--- src/hw/mbr_pkg.sv ---
// constants, types and register map of the modbus reference mapper
package mbr_pkg;

	// register byte offsets on the axi4-lite slave
	localparam logic [7:0] OFS_CFG    = 8'h00;
	localparam logic [7:0] OFS_CMD    = 8'h04;
	localparam logic [7:0] OFS_WDATA  = 8'h08;
	localparam logic [7:0] OFS_RESULT = 8'h0c;
	localparam logic [7:0] OFS_CTRL   = 8'h10;
	localparam logic [7:0] OFS_STATUS = 8'h14;

	// field positions
	localparam int unsigned CFG_PROF_LSB = 0;
	localparam int unsigned CFG_SYS_BIT  = 2;
	localparam int unsigned CMD_FC_LSB   = 0;
	localparam int unsigned CMD_ADDR_LSB = 8;
	localparam int unsigned CMD_QTY_LSB  = 24;
	localparam int unsigned RES_EXC_LSB  = 16;
	localparam int unsigned RES_DONE_BIT = 31;

	// reset values
	localparam logic [31:0] CFG_RST   = 32'h0000_0000;
	localparam logic [31:0] CMD_RST   = 32'h0000_0000;
	localparam logic [31:0] WDATA_RST = 32'h0000_0000;
	localparam logic [31:0] CTRL_RST  = 32'h0000_0000;
	localparam logic [5:0]  RELAY_RST = 6'h00;

	// profile selector values
	localparam logic [1:0] PSEL_LIMITED  = 2'h0;
	localparam logic [1:0] PSEL_EXTENDED = 2'h1;
	localparam logic [1:0] PSEL_FULL     = 2'h2;

	// function codes
	localparam logic [7:0] FC_READ_COIL   = 8'h01;
	localparam logic [7:0] FC_READ_DI     = 8'h02;
	localparam logic [7:0] FC_READ_HREG   = 8'h03;
	localparam logic [7:0] FC_READ_IREG   = 8'h04;
	localparam logic [7:0] FC_FORCE_COIL  = 8'h05;
	localparam logic [7:0] FC_WRITE_HREG  = 8'h06;
	localparam logic [7:0] FC_FORCE_COILS = 8'h0f;
	localparam logic [7:0] FC_WRITE_HREGS = 8'h10;
	localparam logic [7:0] FC_RW_HREGS    = 8'h17;

	// exception codes
	localparam logic [7:0] EXC_NONE  = 8'h00;
	localparam logic [7:0] EXC_FUNC  = 8'h01;
	localparam logic [7:0] EXC_ADDR  = 8'h02;
	localparam logic [7:0] EXC_VALUE = 8'h03;

	localparam logic [15:0] COIL_ON  = 16'hff00;
	localparam logic [15:0] COIL_OFF = 16'h0000;

	// reference space sizes (zero-based message addresses)
	localparam int unsigned N_RELAY = 6;
	localparam int unsigned N_DIN   = 6;
	localparam logic [16:0] N_BITS  = 17'h00026;
	localparam logic [15:0] RELAY_BASE = 16'h0020;
	localparam logic [15:0] N_IREG  = 16'h0002;
	localparam logic [4:0]  MAX_QTY = 5'h10;
	localparam logic [4:0]  ONE_QTY = 5'h01;

	// holding registers owned by this block
	localparam logic [15:0] HREG_CTRL_LO = 16'h0000;
	localparam logic [15:0] HREG_CTRL_HI = 16'h0001;
	localparam logic [15:0] HREG_STAT_LO = 16'h0002;
	localparam logic [15:0] HREG_STAT_HI = 16'h0003;

	// control and status bits that carry meaning per profile
	localparam logic [31:0] CMASK_LIMITED  = 32'h0000_08ef;
	localparam logic [31:0] CMASK_FULL     = 32'h0000_0cff;
	localparam logic [31:0] CMASK_EXTENDED = 32'h000f_fff7;
	localparam logic [31:0] CMASK_BYPASS   = 32'h0000_08ef;
	localparam logic [31:0] SMASK_STD      = 32'h0000_1fff;
	localparam logic [31:0] SMASK_EXTENDED = 32'hfc1f_ffff;

	typedef enum logic [1:0]
	{
		limited_std_profile,
		extended_32bit_profile,
		full_std_profile,
		fixed_bypass_profile
	} mbr_profile_e;

	typedef struct packed
	{
		logic ramp_stop_n;
		logic coast_stop_n;
		logic quick_stop_n;
		logic start;
		logic stop;
		logic reverse;
		logic fault_reset;
		logic ramp_hold;
		logic ramp_in_zero;
		logic ramp_out_zero;
		logic remote_cmd;
		logic external_location_two;
		logic run_disable;
		logic stop_by_ramp;
		logic stop_emergency;
		logic stop_by_coast;
		logic ramp_set_two;
		logic local_lock_request;
		logic second_torque_limit;
		logic fieldbus_local_control;
		logic fieldbus_local_reference;
		logic start_inhibit_one;
		logic start_inhibit_two;
	} mbr_drive_cmd_s;

	typedef struct packed
	{
		logic        done;
		logic [7:0]  exc;
		logic [15:0] data;
	} mbr_result_s;

endpackage : mbr_pkg

--- src/hw/mbr_sync.sv ---
// two-flop synchroniser for asynchronous pin inputs
module mbr_sync #(
	parameter int unsigned W = 1
) (
	input  wire logic         aclk,
	input  wire logic         aresetn,
	input  wire logic [W-1:0] d,
	output      logic [W-1:0] q
);

	logic [W-1:0] meta_q;

	always_ff @(posedge aclk)
	begin
		if (!aresetn)
		begin
			meta_q <= '0;
			q      <= '0;
		end
		else
		begin
			meta_q <= d;
			q      <= meta_q;
		end
	end

endmodule : mbr_sync

--- src/hw/mbr_reference_map.sv ---
// modbus reference-space mapper with axi4-lite command registers
//
// The placing of the registers and the AXI4-Lite register port were left to the implementer.
module mbr_reference_map (
	input  wire logic                    aclk,
	input  wire logic                    aresetn,
	input  wire logic [7:0]              awaddr,
	input  wire logic                    awvalid,
	output      logic                    awready,
	input  wire logic [31:0]             wdata,
	input  wire logic [3:0]              wstrb,
	input  wire logic                    wvalid,
	output      logic                    wready,
	output      logic [1:0]              bresp,
	output      logic                    bvalid,
	input  wire logic                    bready,
	input  wire logic [7:0]              araddr,
	input  wire logic                    arvalid,
	output      logic                    arready,
	output      logic [31:0]             rdata,
	output      logic [1:0]              rresp,
	output      logic                    rvalid,
	input  wire logic                    rready,
	input  wire logic [31:0]             status_word,
	input  wire logic [15:0]             analog_in_one,
	input  wire logic [15:0]             analog_in_two,
	input  wire logic [5:0]              digital_in,
	output      logic [31:0]             control_word,
	output      logic [5:0]              relay_out,
	output      mbr_pkg::mbr_drive_cmd_s drive_cmd,
	output      mbr_pkg::mbr_profile_e   active_profile
);

	localparam logic [1:0] RESP_OKAY   = 2'h0;
	localparam logic [1:0] RESP_SLVERR = 2'h2;

	logic [7:0]              awaddr_q;
	logic [31:0]             wdata_q;
	logic [3:0]              wstrb_q;
	logic                    aw_held_q, w_held_q, bvalid_q, rvalid_q;
	logic [1:0]              bresp_q, rresp_q;
	logic [31:0]             rdata_q, cfg_q, cmd_q, wreg_q, ctrl_q;
	logic                    go_q;
	logic [5:0]              relay_q;
	mbr_pkg::mbr_result_s    res_q, res_d;
	mbr_pkg::mbr_drive_cmd_s dcmd_d, dcmd_q;
	logic [31:0]             ctrl_d;
	logic [5:0]              relay_d;
	logic [5:0]              din_sync;

	mbr_sync #(.W(mbr_pkg::N_DIN)) u_din_sync (
		.aclk    (aclk),
		.aresetn (aresetn),
		.d       (digital_in),
		.q       (din_sync)
	);

	// write path: address and data are taken independently, then joined
	wire do_write = aw_held_q && w_held_q && !bvalid_q;
	wire [31:0] bmask = {{8{wstrb_q[3]}}, {8{wstrb_q[2]}},
		{8{wstrb_q[1]}}, {8{wstrb_q[0]}}};
	wire sel_cfg  = awaddr_q == mbr_pkg::OFS_CFG;
	wire sel_cmd  = awaddr_q == mbr_pkg::OFS_CMD;
	wire sel_wreg = awaddr_q == mbr_pkg::OFS_WDATA;
	wire wr_known = sel_cfg || sel_cmd || sel_wreg;

	assign awready = !aw_held_q && !bvalid_q;
	assign wready  = !w_held_q && !bvalid_q;
	assign bvalid  = bvalid_q;
	assign bresp   = bresp_q;
	assign arready = !rvalid_q;
	assign rvalid  = rvalid_q;
	assign rresp   = rresp_q;
	assign rdata   = rdata_q;

	// profile resolution
	wire [1:0] psel    = cfg_q[mbr_pkg::CFG_PROF_LSB +: 2];
	wire       sys_set = cfg_q[mbr_pkg::CFG_SYS_BIT];
	mbr_pkg::mbr_profile_e prof;
	assign prof = sys_set ? mbr_pkg::fixed_bypass_profile :
		(psel == mbr_pkg::PSEL_EXTENDED) ?
			mbr_pkg::extended_32bit_profile :
		(psel == mbr_pkg::PSEL_FULL) ? mbr_pkg::full_std_profile :
		mbr_pkg::limited_std_profile;
	wire is_ext = prof == mbr_pkg::extended_32bit_profile;
	wire [31:0] cmask =
		(prof == mbr_pkg::extended_32bit_profile) ? mbr_pkg::CMASK_EXTENDED :
		(prof == mbr_pkg::full_std_profile) ? mbr_pkg::CMASK_FULL :
		(prof == mbr_pkg::fixed_bypass_profile) ? mbr_pkg::CMASK_BYPASS :
		mbr_pkg::CMASK_LIMITED;
	wire [31:0] stat_m = status_word &
		(is_ext ? mbr_pkg::SMASK_EXTENDED : mbr_pkg::SMASK_STD);

	// bit images: control word then relays, status word then inputs
	wire [37:0] coil_img = {relay_q, ctrl_q};
	wire [37:0] din_img  = {din_sync, stat_m};

	// command decode; the set is implied by the function code alone
	wire [7:0]  fc   = cmd_q[mbr_pkg::CMD_FC_LSB +: 8];
	wire [15:0] madr = cmd_q[mbr_pkg::CMD_ADDR_LSB +: 16];
	wire [4:0]  qty  = cmd_q[mbr_pkg::CMD_QTY_LSB +: 5];
	wire [15:0] wd   = wreg_q[15:0];
	wire fc_coil = fc == mbr_pkg::FC_READ_COIL ||
		fc == mbr_pkg::FC_FORCE_COIL || fc == mbr_pkg::FC_FORCE_COILS;
	wire fc_hreg = fc == mbr_pkg::FC_READ_HREG ||
		fc == mbr_pkg::FC_WRITE_HREG || fc == mbr_pkg::FC_WRITE_HREGS ||
		fc == mbr_pkg::FC_RW_HREGS;
	wire fc_ok = fc_coil || fc_hreg || fc == mbr_pkg::FC_READ_DI ||
		fc == mbr_pkg::FC_READ_IREG;
	wire fc_multi = fc == mbr_pkg::FC_READ_COIL ||
		fc == mbr_pkg::FC_READ_DI || fc == mbr_pkg::FC_FORCE_COILS;
	wire qty_ok  = qty != 5'h00 && qty <= mbr_pkg::MAX_QTY;
	wire bits_in = ({1'b0, madr} + {12'h000, qty}) <= mbr_pkg::N_BITS;
	wire one_in  = {1'b0, madr} < mbr_pkg::N_BITS;
	// the upper word halves exist only with the 32-bit profile
	wire hr_in = madr == mbr_pkg::HREG_CTRL_LO ||
		madr == mbr_pkg::HREG_STAT_LO ||
		(is_ext && (madr == mbr_pkg::HREG_CTRL_HI ||
		madr == mbr_pkg::HREG_STAT_HI));
	wire hr_wr   = fc != mbr_pkg::FC_READ_HREG;
	wire hr_stat = madr == mbr_pkg::HREG_STAT_LO ||
		madr == mbr_pkg::HREG_STAT_HI;
	wire hr_hi   = madr == mbr_pkg::HREG_CTRL_HI;
	wire [31:0] hr_new = hr_hi ? {wd, ctrl_q[15:0]} : {ctrl_q[31:16], wd};
	wire [31:0] hr_newm = hr_new & cmask;
	wire [15:0] hr_rd =
		(madr == mbr_pkg::HREG_CTRL_LO) ? ctrl_q[15:0] :
		(madr == mbr_pkg::HREG_CTRL_HI) ? ctrl_q[31:16] :
		(madr == mbr_pkg::HREG_STAT_LO) ? stat_m[15:0] : stat_m[31:16];

	always_comb
	begin
		logic [37:0] img;
		logic [5:0]  idx;
		img     = coil_img;
		idx     = 6'h00;
		res_d   = res_q;
		ctrl_d  = ctrl_q;
		relay_d = relay_q;
		if (go_q)
		begin
			res_d.done = 1'b1;
			res_d.exc  = mbr_pkg::EXC_NONE;
			res_d.data = 16'h0000;
			if (!fc_ok)
				res_d.exc = mbr_pkg::EXC_FUNC;
			else if (fc_multi)
			begin
				if (!qty_ok)
					res_d.exc = mbr_pkg::EXC_VALUE;
				else if (!bits_in)
					res_d.exc = mbr_pkg::EXC_ADDR;
				else
				begin
					for (int i = 0; i < 16; i++)
					begin
						idx = madr[5:0] + 6'(i);
						if (5'(i) < qty)
						begin
							if (fc == mbr_pkg::FC_READ_DI)
								res_d.data[i] = din_img[idx];
							else if (fc == mbr_pkg::FC_READ_COIL)
								res_d.data[i] = coil_img[idx];
							else
								img[idx] = wd[i];
						end
					end
					ctrl_d  = img[31:0];
					relay_d = img[37:32];
				end
			end
			else if (fc == mbr_pkg::FC_FORCE_COIL)
			begin
				if (!one_in)
					res_d.exc = mbr_pkg::EXC_ADDR;
				else if (wd != mbr_pkg::COIL_ON && wd != mbr_pkg::COIL_OFF)
					res_d.exc = mbr_pkg::EXC_VALUE;
				else
				begin
					img[madr[5:0]] = wd == mbr_pkg::COIL_ON;
					ctrl_d  = img[31:0];
					relay_d = img[37:32];
				end
			end
			else if (qty != mbr_pkg::ONE_QTY)
				res_d.exc = mbr_pkg::EXC_VALUE;
			else if (fc == mbr_pkg::FC_READ_IREG)
			begin
				if (madr >= mbr_pkg::N_IREG)
					res_d.exc = mbr_pkg::EXC_ADDR;
				else
					res_d.data = madr[0] ? analog_in_two : analog_in_one;
			end
			else if (!hr_in || (hr_wr && hr_stat))
				res_d.exc = mbr_pkg::EXC_ADDR;
			else if (hr_wr)
			begin
				ctrl_d = hr_new;
				if (fc == mbr_pkg::FC_RW_HREGS)
					res_d.data = hr_hi ? hr_newm[31:16] : hr_newm[15:0];
			end
			else
				res_d.data = hr_rd;
		end
	end

	// per-profile meaning of the control word; unused fields stay passive
	always_comb
	begin
		dcmd_d = '0;
		dcmd_d.ramp_stop_n  = 1'b1;
		dcmd_d.coast_stop_n = 1'b1;
		dcmd_d.quick_stop_n = 1'b1;
		unique case (prof)
			mbr_pkg::extended_32bit_profile:
			begin
				dcmd_d.stop                     = ctrl_q[0];
				dcmd_d.start                    = ctrl_q[1];
				dcmd_d.reverse                  = ctrl_q[2];
				dcmd_d.fault_reset              = ctrl_q[4];
				dcmd_d.external_location_two    = ctrl_q[5];
				dcmd_d.run_disable              = ctrl_q[6];
				dcmd_d.stop_by_ramp             = ctrl_q[7];
				dcmd_d.stop_emergency           = ctrl_q[8];
				dcmd_d.stop_by_coast            = ctrl_q[9];
				dcmd_d.ramp_set_two             = ctrl_q[10];
				dcmd_d.ramp_out_zero            = ctrl_q[11];
				dcmd_d.ramp_hold                = ctrl_q[12];
				dcmd_d.ramp_in_zero             = ctrl_q[13];
				dcmd_d.local_lock_request       = ctrl_q[14];
				dcmd_d.second_torque_limit      = ctrl_q[15];
				dcmd_d.fieldbus_local_control   = ctrl_q[16];
				dcmd_d.fieldbus_local_reference = ctrl_q[17];
				dcmd_d.start_inhibit_one        = ctrl_q[18];
				dcmd_d.start_inhibit_two        = ctrl_q[19];
			end
			mbr_pkg::limited_std_profile, mbr_pkg::full_std_profile,
			mbr_pkg::fixed_bypass_profile:
			begin
				dcmd_d.ramp_stop_n           = ctrl_q[0];
				dcmd_d.coast_stop_n          = ctrl_q[1];
				dcmd_d.quick_stop_n          = ctrl_q[2];
				dcmd_d.start                 = ctrl_q[3];
				dcmd_d.ramp_hold             = ctrl_q[5];
				dcmd_d.ramp_in_zero          = ctrl_q[6];
				dcmd_d.fault_reset           = ctrl_q[7];
				dcmd_d.external_location_two = ctrl_q[11];
				dcmd_d.ramp_out_zero         = ctrl_q[4];
				dcmd_d.remote_cmd            = ctrl_q[10];
			end
		endcase
	end

	always_ff @(posedge aclk)
	begin
		if (!aresetn)
		begin
			aw_held_q <= 1'b0;
			w_held_q  <= 1'b0;
			bvalid_q  <= 1'b0;
			bresp_q   <= RESP_OKAY;
			awaddr_q  <= 8'h00;
			wdata_q   <= 32'h0000_0000;
			wstrb_q   <= 4'h0;
			cfg_q     <= mbr_pkg::CFG_RST;
			cmd_q     <= mbr_pkg::CMD_RST;
			wreg_q    <= mbr_pkg::WDATA_RST;
			go_q      <= 1'b0;
		end
		else
		begin
			if (awvalid && awready)
			begin
				aw_held_q <= 1'b1;
				awaddr_q  <= awaddr;
			end
			if (wvalid && wready)
			begin
				w_held_q <= 1'b1;
				wdata_q  <= wdata;
				wstrb_q  <= wstrb;
			end
			go_q <= do_write && sel_cmd;
			if (do_write)
			begin
				aw_held_q <= 1'b0;
				w_held_q  <= 1'b0;
				bvalid_q  <= 1'b1;
				bresp_q   <= wr_known ? RESP_OKAY : RESP_SLVERR;
				if (sel_cfg)
					cfg_q <= (cfg_q & ~bmask) | (wdata_q & bmask);
				if (sel_cmd)
					cmd_q <= (cmd_q & ~bmask) | (wdata_q & bmask);
				if (sel_wreg)
					wreg_q <= (wreg_q & ~bmask) | (wdata_q & bmask);
			end
			else if (bready)
				bvalid_q <= 1'b0;
		end
	end

	wire [7:0] ra = araddr;
	wire rd_known = ra == mbr_pkg::OFS_CFG || ra == mbr_pkg::OFS_CMD ||
		ra == mbr_pkg::OFS_WDATA || ra == mbr_pkg::OFS_RESULT ||
		ra == mbr_pkg::OFS_CTRL || ra == mbr_pkg::OFS_STATUS;
	wire [31:0] rd_mux =
		(ra == mbr_pkg::OFS_CFG) ? cfg_q :
		(ra == mbr_pkg::OFS_CMD) ? cmd_q :
		(ra == mbr_pkg::OFS_WDATA) ? wreg_q :
		(ra == mbr_pkg::OFS_RESULT) ? {res_q.done, 7'h00, res_q.exc,
			res_q.data} :
		(ra == mbr_pkg::OFS_CTRL) ? ctrl_q :
		(ra == mbr_pkg::OFS_STATUS) ? stat_m : 32'h0000_0000;

	always_ff @(posedge aclk)
	begin
		if (!aresetn)
		begin
			rvalid_q <= 1'b0;
			rresp_q  <= RESP_OKAY;
			rdata_q  <= 32'h0000_0000;
			res_q    <= '0;
			ctrl_q   <= mbr_pkg::CTRL_RST;
			relay_q  <= mbr_pkg::RELAY_RST;
			dcmd_q   <= '0;
		end
		else
		begin
			if (arvalid && arready)
			begin
				rvalid_q <= 1'b1;
				rresp_q  <= rd_known ? RESP_OKAY : RESP_SLVERR;
				rdata_q  <= rd_mux;
			end
			else if (rready)
				rvalid_q <= 1'b0;
			res_q   <= res_d;
			// masking every cycle also clears bits a profile change retires
			ctrl_q  <= ctrl_d & cmask;
			relay_q <= relay_d;
			dcmd_q  <= dcmd_d;
		end
	end

	assign control_word   = ctrl_q;
	assign relay_out      = relay_q;
	assign drive_cmd      = dcmd_q;
	assign active_profile = prof;
endmodule : mbr_reference_map

--- config.mk ---
export PLATFORM = sky130hd
export DESIGN_NAME = mbr_reference_map
export DESIGN_NICKNAME = d
export VERILOG_FILES = /design/src/hw/mbr_pkg.sv /design/src/hw/mbr_sync.sv /design/src/hw/mbr_reference_map.sv
export SDC_FILE = /design/constraint.sdc
export NUM_CORES = 2
export LEC_CHECK = 0
export BUFFER_PORTS_ARGS = -buffer_cell sky130_fd_sc_hd__buf_2
export CORE_MARGIN = 8
export CORE_UTILIZATION = 65
export DETAILED_ROUTE_END_ITERATION = 12
export GPL_TIMING_DRIVEN = 0
export PLACE_DENSITY = 0.86
export SYNTH_ARGS = -nofsm -noshare
export SYNTH_HDL_FRONTEND = slang
export SYNTH_HIERARCHICAL = 1
export SYNTH_SLANG_ARGS = --single-unit
--- constraint.sdc ---
create_clock -name aclk -period 6.3 [get_ports aclk]
set_input_delay 0 -clock aclk [delete_from_list [all_inputs] [get_ports aclk]]
set_output_delay 0 -clock aclk [all_outputs]
set_load 0.005 [all_outputs]
==> reports/qor.yml, run 1 <==
global_route:
  grtUsageTotal: 0.7828
  pin_count_of_the_biggest_net_entering_global_routing: 16
  grt_first_pass_wirelength_microns: 279500
  overflow: 534
  first_global_vias: 38830
place:
  finalWeightedCongestion: 1.565
  dp_cells: 4385
  post-dp-hpwl_microns: 117300
  post_dp_cell_area_sq_um: 27700
  placement.io_buffers: 211
run_status:
  error: "[ERROR GRT-0116] Global routing finished with congestion. Check the congestion regions in the DRC Viewer."
  status: "did not finish"
  stop_stage: "global routing"
logic_synthesis:
  synth_area_sq_um: 25900
  synth_top_flop_cell: "sky130_fd_sc_hd__dfxtp_1"
  synth_seq_cells: 259
  yosysSeqAreaShare: 0.2002
  avgSynthCellArea_sq_um: 7.130
  number_of_distinct_library_cells_after_synthesis: 106
  async_flop_share: 0
  synth_enable_flop_cells: 0
  yosys_warnings: 6
  synthesis.instances: 3633
clock_tree:
  cts.sink_count: 259
  root_buffer: "sky130_fd_sc_hd__clkbuf_16"
  cts_max_level: 1
  clock_path_buffers: 3
  numCtsBuffers: 24
floorplanning:
  initial_utilization: 0.6550
  io_pins: 233
  num_rows: 73
  die_h_microns: 215.6
  die_w_microns: 215.6
-- stage by stage --
step / hold slack, ns / setup slack, ns / util / TNS (ns)
2_1_floorplan: 0.09902 / 2.588 / - / 0
3_3_place_gp: 0.1872 / -0.3300 / 0.6995 / -0.3300
3_5_place_dp: 0.2010 / -0.3054 / 0.7004 / -0.3054
4_1_cts: 0.006114 / 0.1911 / 0.7385 / 0
-- routing by layer --
layer | GRT overflow | track usage
met1 | 30 | 0.7909
met5 | 3 | 0.4125
met2 | 295 | 0.9033
met3 | 41 | 0.6927
met4 | 165 | 0.7256
-- Yosys cell counts, types with 33 or more instances --
master / n / area share
sky130_fd_sc_hd__a211oi_1: 46 / 0.013
sky130_fd_sc_hd__a21oi_1: 319 / 0.062
sky130_fd_sc_hd__a221oi_1: 35 / 0.012
sky130_fd_sc_hd__a22oi_1: 39 / 0.011
sky130_fd_sc_hd__a31oi_1: 36 / 0.0087
sky130_fd_sc_hd__and2_1: 40 / 0.0097
sky130_fd_sc_hd__buf_2: 54 / 0.010
sky130_fd_sc_hd__clkbuf_1: 200 / 0.029
sky130_fd_sc_hd__dfxtp_1: 259 / 0.20
sky130_fd_sc_hd__inv_1: 40 / 0.0058
sky130_fd_sc_hd__mux2i_1: 149 / 0.058
sky130_fd_sc_hd__mux4_2: 53 / 0.046
sky130_fd_sc_hd__nand2_1: 530 / 0.077
sky130_fd_sc_hd__nand2b_1: 34 / 0.0082
sky130_fd_sc_hd__nand3_1: 183 / 0.035
sky130_fd_sc_hd__nand4_1: 42 / 0.010
sky130_fd_sc_hd__nor2_1: 336 / 0.049
sky130_fd_sc_hd__nor3_1: 116 / 0.022
sky130_fd_sc_hd__o211ai_1: 66 / 0.019
sky130_fd_sc_hd__o21ai_0: 139 / 0.027
sky130_fd_sc_hd__o221ai_1: 47 / 0.016
sky130_fd_sc_hd__o22ai_1: 165 / 0.040
sky130_fd_sc_hd__o31ai_1: 33 / 0.0096
sky130_fd_sc_hd__xnor2_1: 37 / 0.013
-- repair_timing --
item,in CTS
endpoints found under the setup margin,1
pin swaps,1
buffers inserted,2
gates resized for setup,0
cloned,0
endpoints found under the hold margin,60
hold buffers,69
-- cells by family after synthesis --
logic type,count (synthesis),synth area share
AO/OA/AOI/OAI,1227,0.3251
XOR/XNOR,50,0.01835
adder cells (fa/ha/maj),23,0.01140
buffers and inverters,352,0.05844
flip-flops,259,0.2002
multiplexers,233,0.1171
other,1,0.0001448
AND/OR/NAND/NOR,1488,0.2693
==> run 2: changes to the inputs <==
CORE_UTILIZATION = 40   (was 65)
PLACE_DENSITY = default   (was 0.86)
PLACE_DENSITY_LB_ADDON = 0.15   (was default)
==> run 2 against run 1 <==
The flow now finishes, with violations (hold timing, capacitance limit, slew limit, setup timing). Synthesized cell count unchanged. Synthesized area unchanged.
==> reports/qor.yml, run 2 <==
detailed_routing:
  detail_route.iter0.violations: 6562
  drt-wirelength-per-cell_microns: 41.34
  remaining_drcs: 0
  routed_wirelength_microns: 201800
  ant_nets: 0
  detail_route.vias_per_cell: 7.496
  dr.pass1.iters: 12
  route.vias.total: 36590
final_layout:
  top_library_cells_by_usage_in_the_layout_fill_and_taps_aside: "530 x sky130_fd_sc_hd__nand2_1, 330 x sky130_fd_sc_hd__nor2_1, 319 x sky130_fd_sc_hd__a21oi_1, 269 x sky130_fd_sc_hd__buf_2, 259 x sky130_fd_sc_hd__dfxtp_1"
  final_non_filler_cell_area_sq_um: 30320
  final_layout_size_suffix_gt1_frac: 0.1399
  final_common_cell: "sky130_fd_sc_hd__nand2_1"
  area_growth_pct: 17.06
  nNetsFinal: 4143
  postLayoutCoreUtil: 0.4721
  n_fill_cell: 6679
logic_synthesis:
  synthMostInstantiatedCell: "sky130_fd_sc_hd__nand2_1"
  synth_simple_gate_area_frac: 0.2693
  synth_area_sq_um: 25900
  synth_top_flop_cell: "sky130_fd_sc_hd__dfxtp_1"
  synth_compound_area_frac: 0.3251
  synthesis.instances: 3633
  yosysSeqAreaShare: 0.2002
  multiplexer_share_of_the_synthesized_area: 0.1171
  yosys_warnings: 6
  avgSynthCellArea_sq_um: 7.130
  dominant_combinational_cell_family_by_area_after_synthesis: "compound AO/OA/AOI/OAI gates"
  async_flop_share: 0
  synth.cells.most_frequent: "530 x sky130_fd_sc_hd__nand2_1, 336 x sky130_fd_sc_hd__nor2_1, 319 x sky130_fd_sc_hd__a21oi_1"
  synthXorXnorAreaFrac: 0.01835
  synth_top_cell_area_share: 0.2002
  number_of_distinct_library_cells_after_synthesis: 106
  yosysTopAreaCell: "sky130_fd_sc_hd__dfxtp_1"
  netlist_top_cells_area: "sky130_fd_sc_hd__dfxtp_1 20%, sky130_fd_sc_hd__nand2_1 7.7%, sky130_fd_sc_hd__a21oi_1 6.2%, sky130_fd_sc_hd__mux2i_1 5.8%, sky130_fd_sc_hd__nor2_1 4.9%"
  synth_seq_cells: 259
  synth_enable_flop_cells: 0
  synthAdderAreaFrac: 0.01140
worst_hold_path:
  hold_class: "input port to flop"
clock_tree:
  clock_path_buffers: 3
  clk-insertion-delay-late_ns: 0.67
  cts.sink_count: 259
  numCtsBuffers: 30
  cts.reportedPaths.clkPinSlew_ns: 0.07
  cts_max_level: 1
  tritoncts_clock_tree: "done"
  root_buffer: "sky130_fd_sc_hd__clkbuf_16"
place:
  post_dp_cell_area_sq_um: 28210
  placement.io_buffers: 211
  post-dp-hpwl_microns: 156300
  finalWeightedCongestion: 1.227
sta:
  final.setup_skew_ns: 0.05444
  period_minus_slack_ns: 6.738
  holdWs_ns: -0.01459
  max_slew_headroom: -0.07135
  finalCritPeriodShare: 1.070
  tightest_slew_ns: 1.607
  finalHoldViolCount: 3
  setup-violations-final: 17
  timing.final.max_slew_violations: 79
  layout_setup_ws_ns: -0.4385
  max_clock_freq_mhz: 148.4
  setup_repair_after_global_routing_missed_its_margin: "yes"
floorplanning:
  die_h_microns: 270.5
  die_area_sq_um: 73160
  initial_utilization: 0.4033
  io_pins: 233
  num_rows: 93
  die_w_microns: 270.5
  floorplan.core_area_sq_um: 64230
setup_path:
  worst_setup_path_end_kind: "flop"
  timing.critical_path.from_type: "flop"
  crit_arrival_ns: 7.33
  crit_path_max_fanout: 10
  path_class: "flop to flop"
  crit_required_ns: 6.89
pwr:
  static-leakage-power_uw: 0.01035
  vdd_drop_max_mv: 0.2481
  pwr_density_cell_nw_per_um2: 128.0
global_route:
  overflow: 0
  antenna_found_initial: 21
  pin_count_of_the_biggest_net_entering_global_routing: 17
  grt_first_pass_wirelength_microns: 270800
  grtUsageTotal: 0.5182
  first_global_vias: 33620
run_status:
  status: "complete, but fails checks"
  violations: "hold timing, capacitance limit, slew limit, setup timing"
job:
  max_cap_viol_count: 8
## run 2: metrics by stage
step | hold WS, ns | worst slack, ns | std cells | TNS (ns) | total power (uW)
after floorplan | 0.09902 | 2.588 | 3646 | 0 | 1886
after global placement | 0.1838 | -1.561 | 4712 | -10.78 | 2033
after detailed placement | 0.1944 | -0.5374 | 4722 | -2.385 | 2036
after CTS | 0.002547 | -0.1480 | 4858 | -0.1480 | 3826
after global routing | 0.006752 | -0.08749 | 4869 | -0.1828 | 3944
final | -0.01459 | -0.4385 | 4881 | -4.077 | 3881
## run 2: kinds of logic after synthesis
family | after synthesis
compound gates | 1227
fa+ha+maj | 23
flops | 259
buf+inv | 352
simple gates | 1488
other cells | 1
mux | 233
xor+xnor | 50
## run 2: timing repair
item,4_1_cts,5_1_grt
pin swaps,0,4
buffers inserted,0,5
setup endpoints to repair,9,13
hold buffers,84,0
resized for setup,7,19
hold endpoints to repair,65,0
## run 2: routing by layer
metal / global-route usage / vias up / part of all wire
li1: - / 14570 / -
met1: 0.5660 / 17280 / 0.33
met2: 0.7329 / 3555 / 0.39
met3: 0.2290 / 1173 / 0.15
met4: 0.5020 / 14 / 0.13
met5: 0.02765 / - / 0.0013
## run 2: area by class of cell
type / instances / area [sq um] / share of cell area
clock buffers: 44 / 893.4 / 0.02946
inverters: 48 / 180.2 / 0.005942
well taps: 855 / 1070 / 0.03528
multi-input cells: 3035 / 19450 / 0.6414
repair buffers: 313 / 2056 / 0.06779
clock inverters: 8 / 102.6 / 0.003383
diodes: 15 / 37.54 / 0.001238
plain buffers: 304 / 1351 / 0.04456
flip-flops and latches: 259 / 5185 / 0.1710
## run 2: power by group
group / switching [uW] / internal, uW
Combinational: 216 / 144
Sequential: 37.4 / 1670
Clock: 795 / 1020
## run 2: path summary, 6_finish.rpt
| kind | from | to | slack, ns | cells after the start |
|---|---|---|---|---|
| setup reg to reg | flop | relay_out[4] | -0.44 | 16 |
| hold reg to reg | u_din_sync/meta_q[1] | u_din_sync/q[1] | 0.44 | 1 |
| setup / recovery | flop | relay_out[4] | -0.44 | 16 |
| hold / removal | analog_in_two[2] | res_q[2] | -0.01 | 5 |
## run 2: critical path, cell delays in order, from the launching register on
cell	delay (ns)
sky130_fd_sc_hd__dfxtp_1	0.49
sky130_fd_sc_hd__buf_2	0.36
sky130_fd_sc_hd__buf_6	0.24
sky130_fd_sc_hd__buf_4	0.27
sky130_fd_sc_hd__buf_4	0.36
sky130_fd_sc_hd__inv_1	0.22
sky130_fd_sc_hd__ha_1	0.33
sky130_fd_sc_hd__buf_2	0.26
sky130_fd_sc_hd__nand2b_1	0.30
sky130_fd_sc_hd__nor2_1	1.10
sky130_fd_sc_hd__nand4_1	0.76
sky130_fd_sc_hd__o311ai_1	0.59
sky130_fd_sc_hd__o211ai_1	0.27
sky130_fd_sc_hd__a31oi_1	0.37
sky130_fd_sc_hd__o21a_1	0.30
sky130_fd_sc_hd__o21ai_0	0.24
sky130_fd_sc_hd__a31oi_1	0.21
Note: power is estimated with default switching activity, not from simulation.
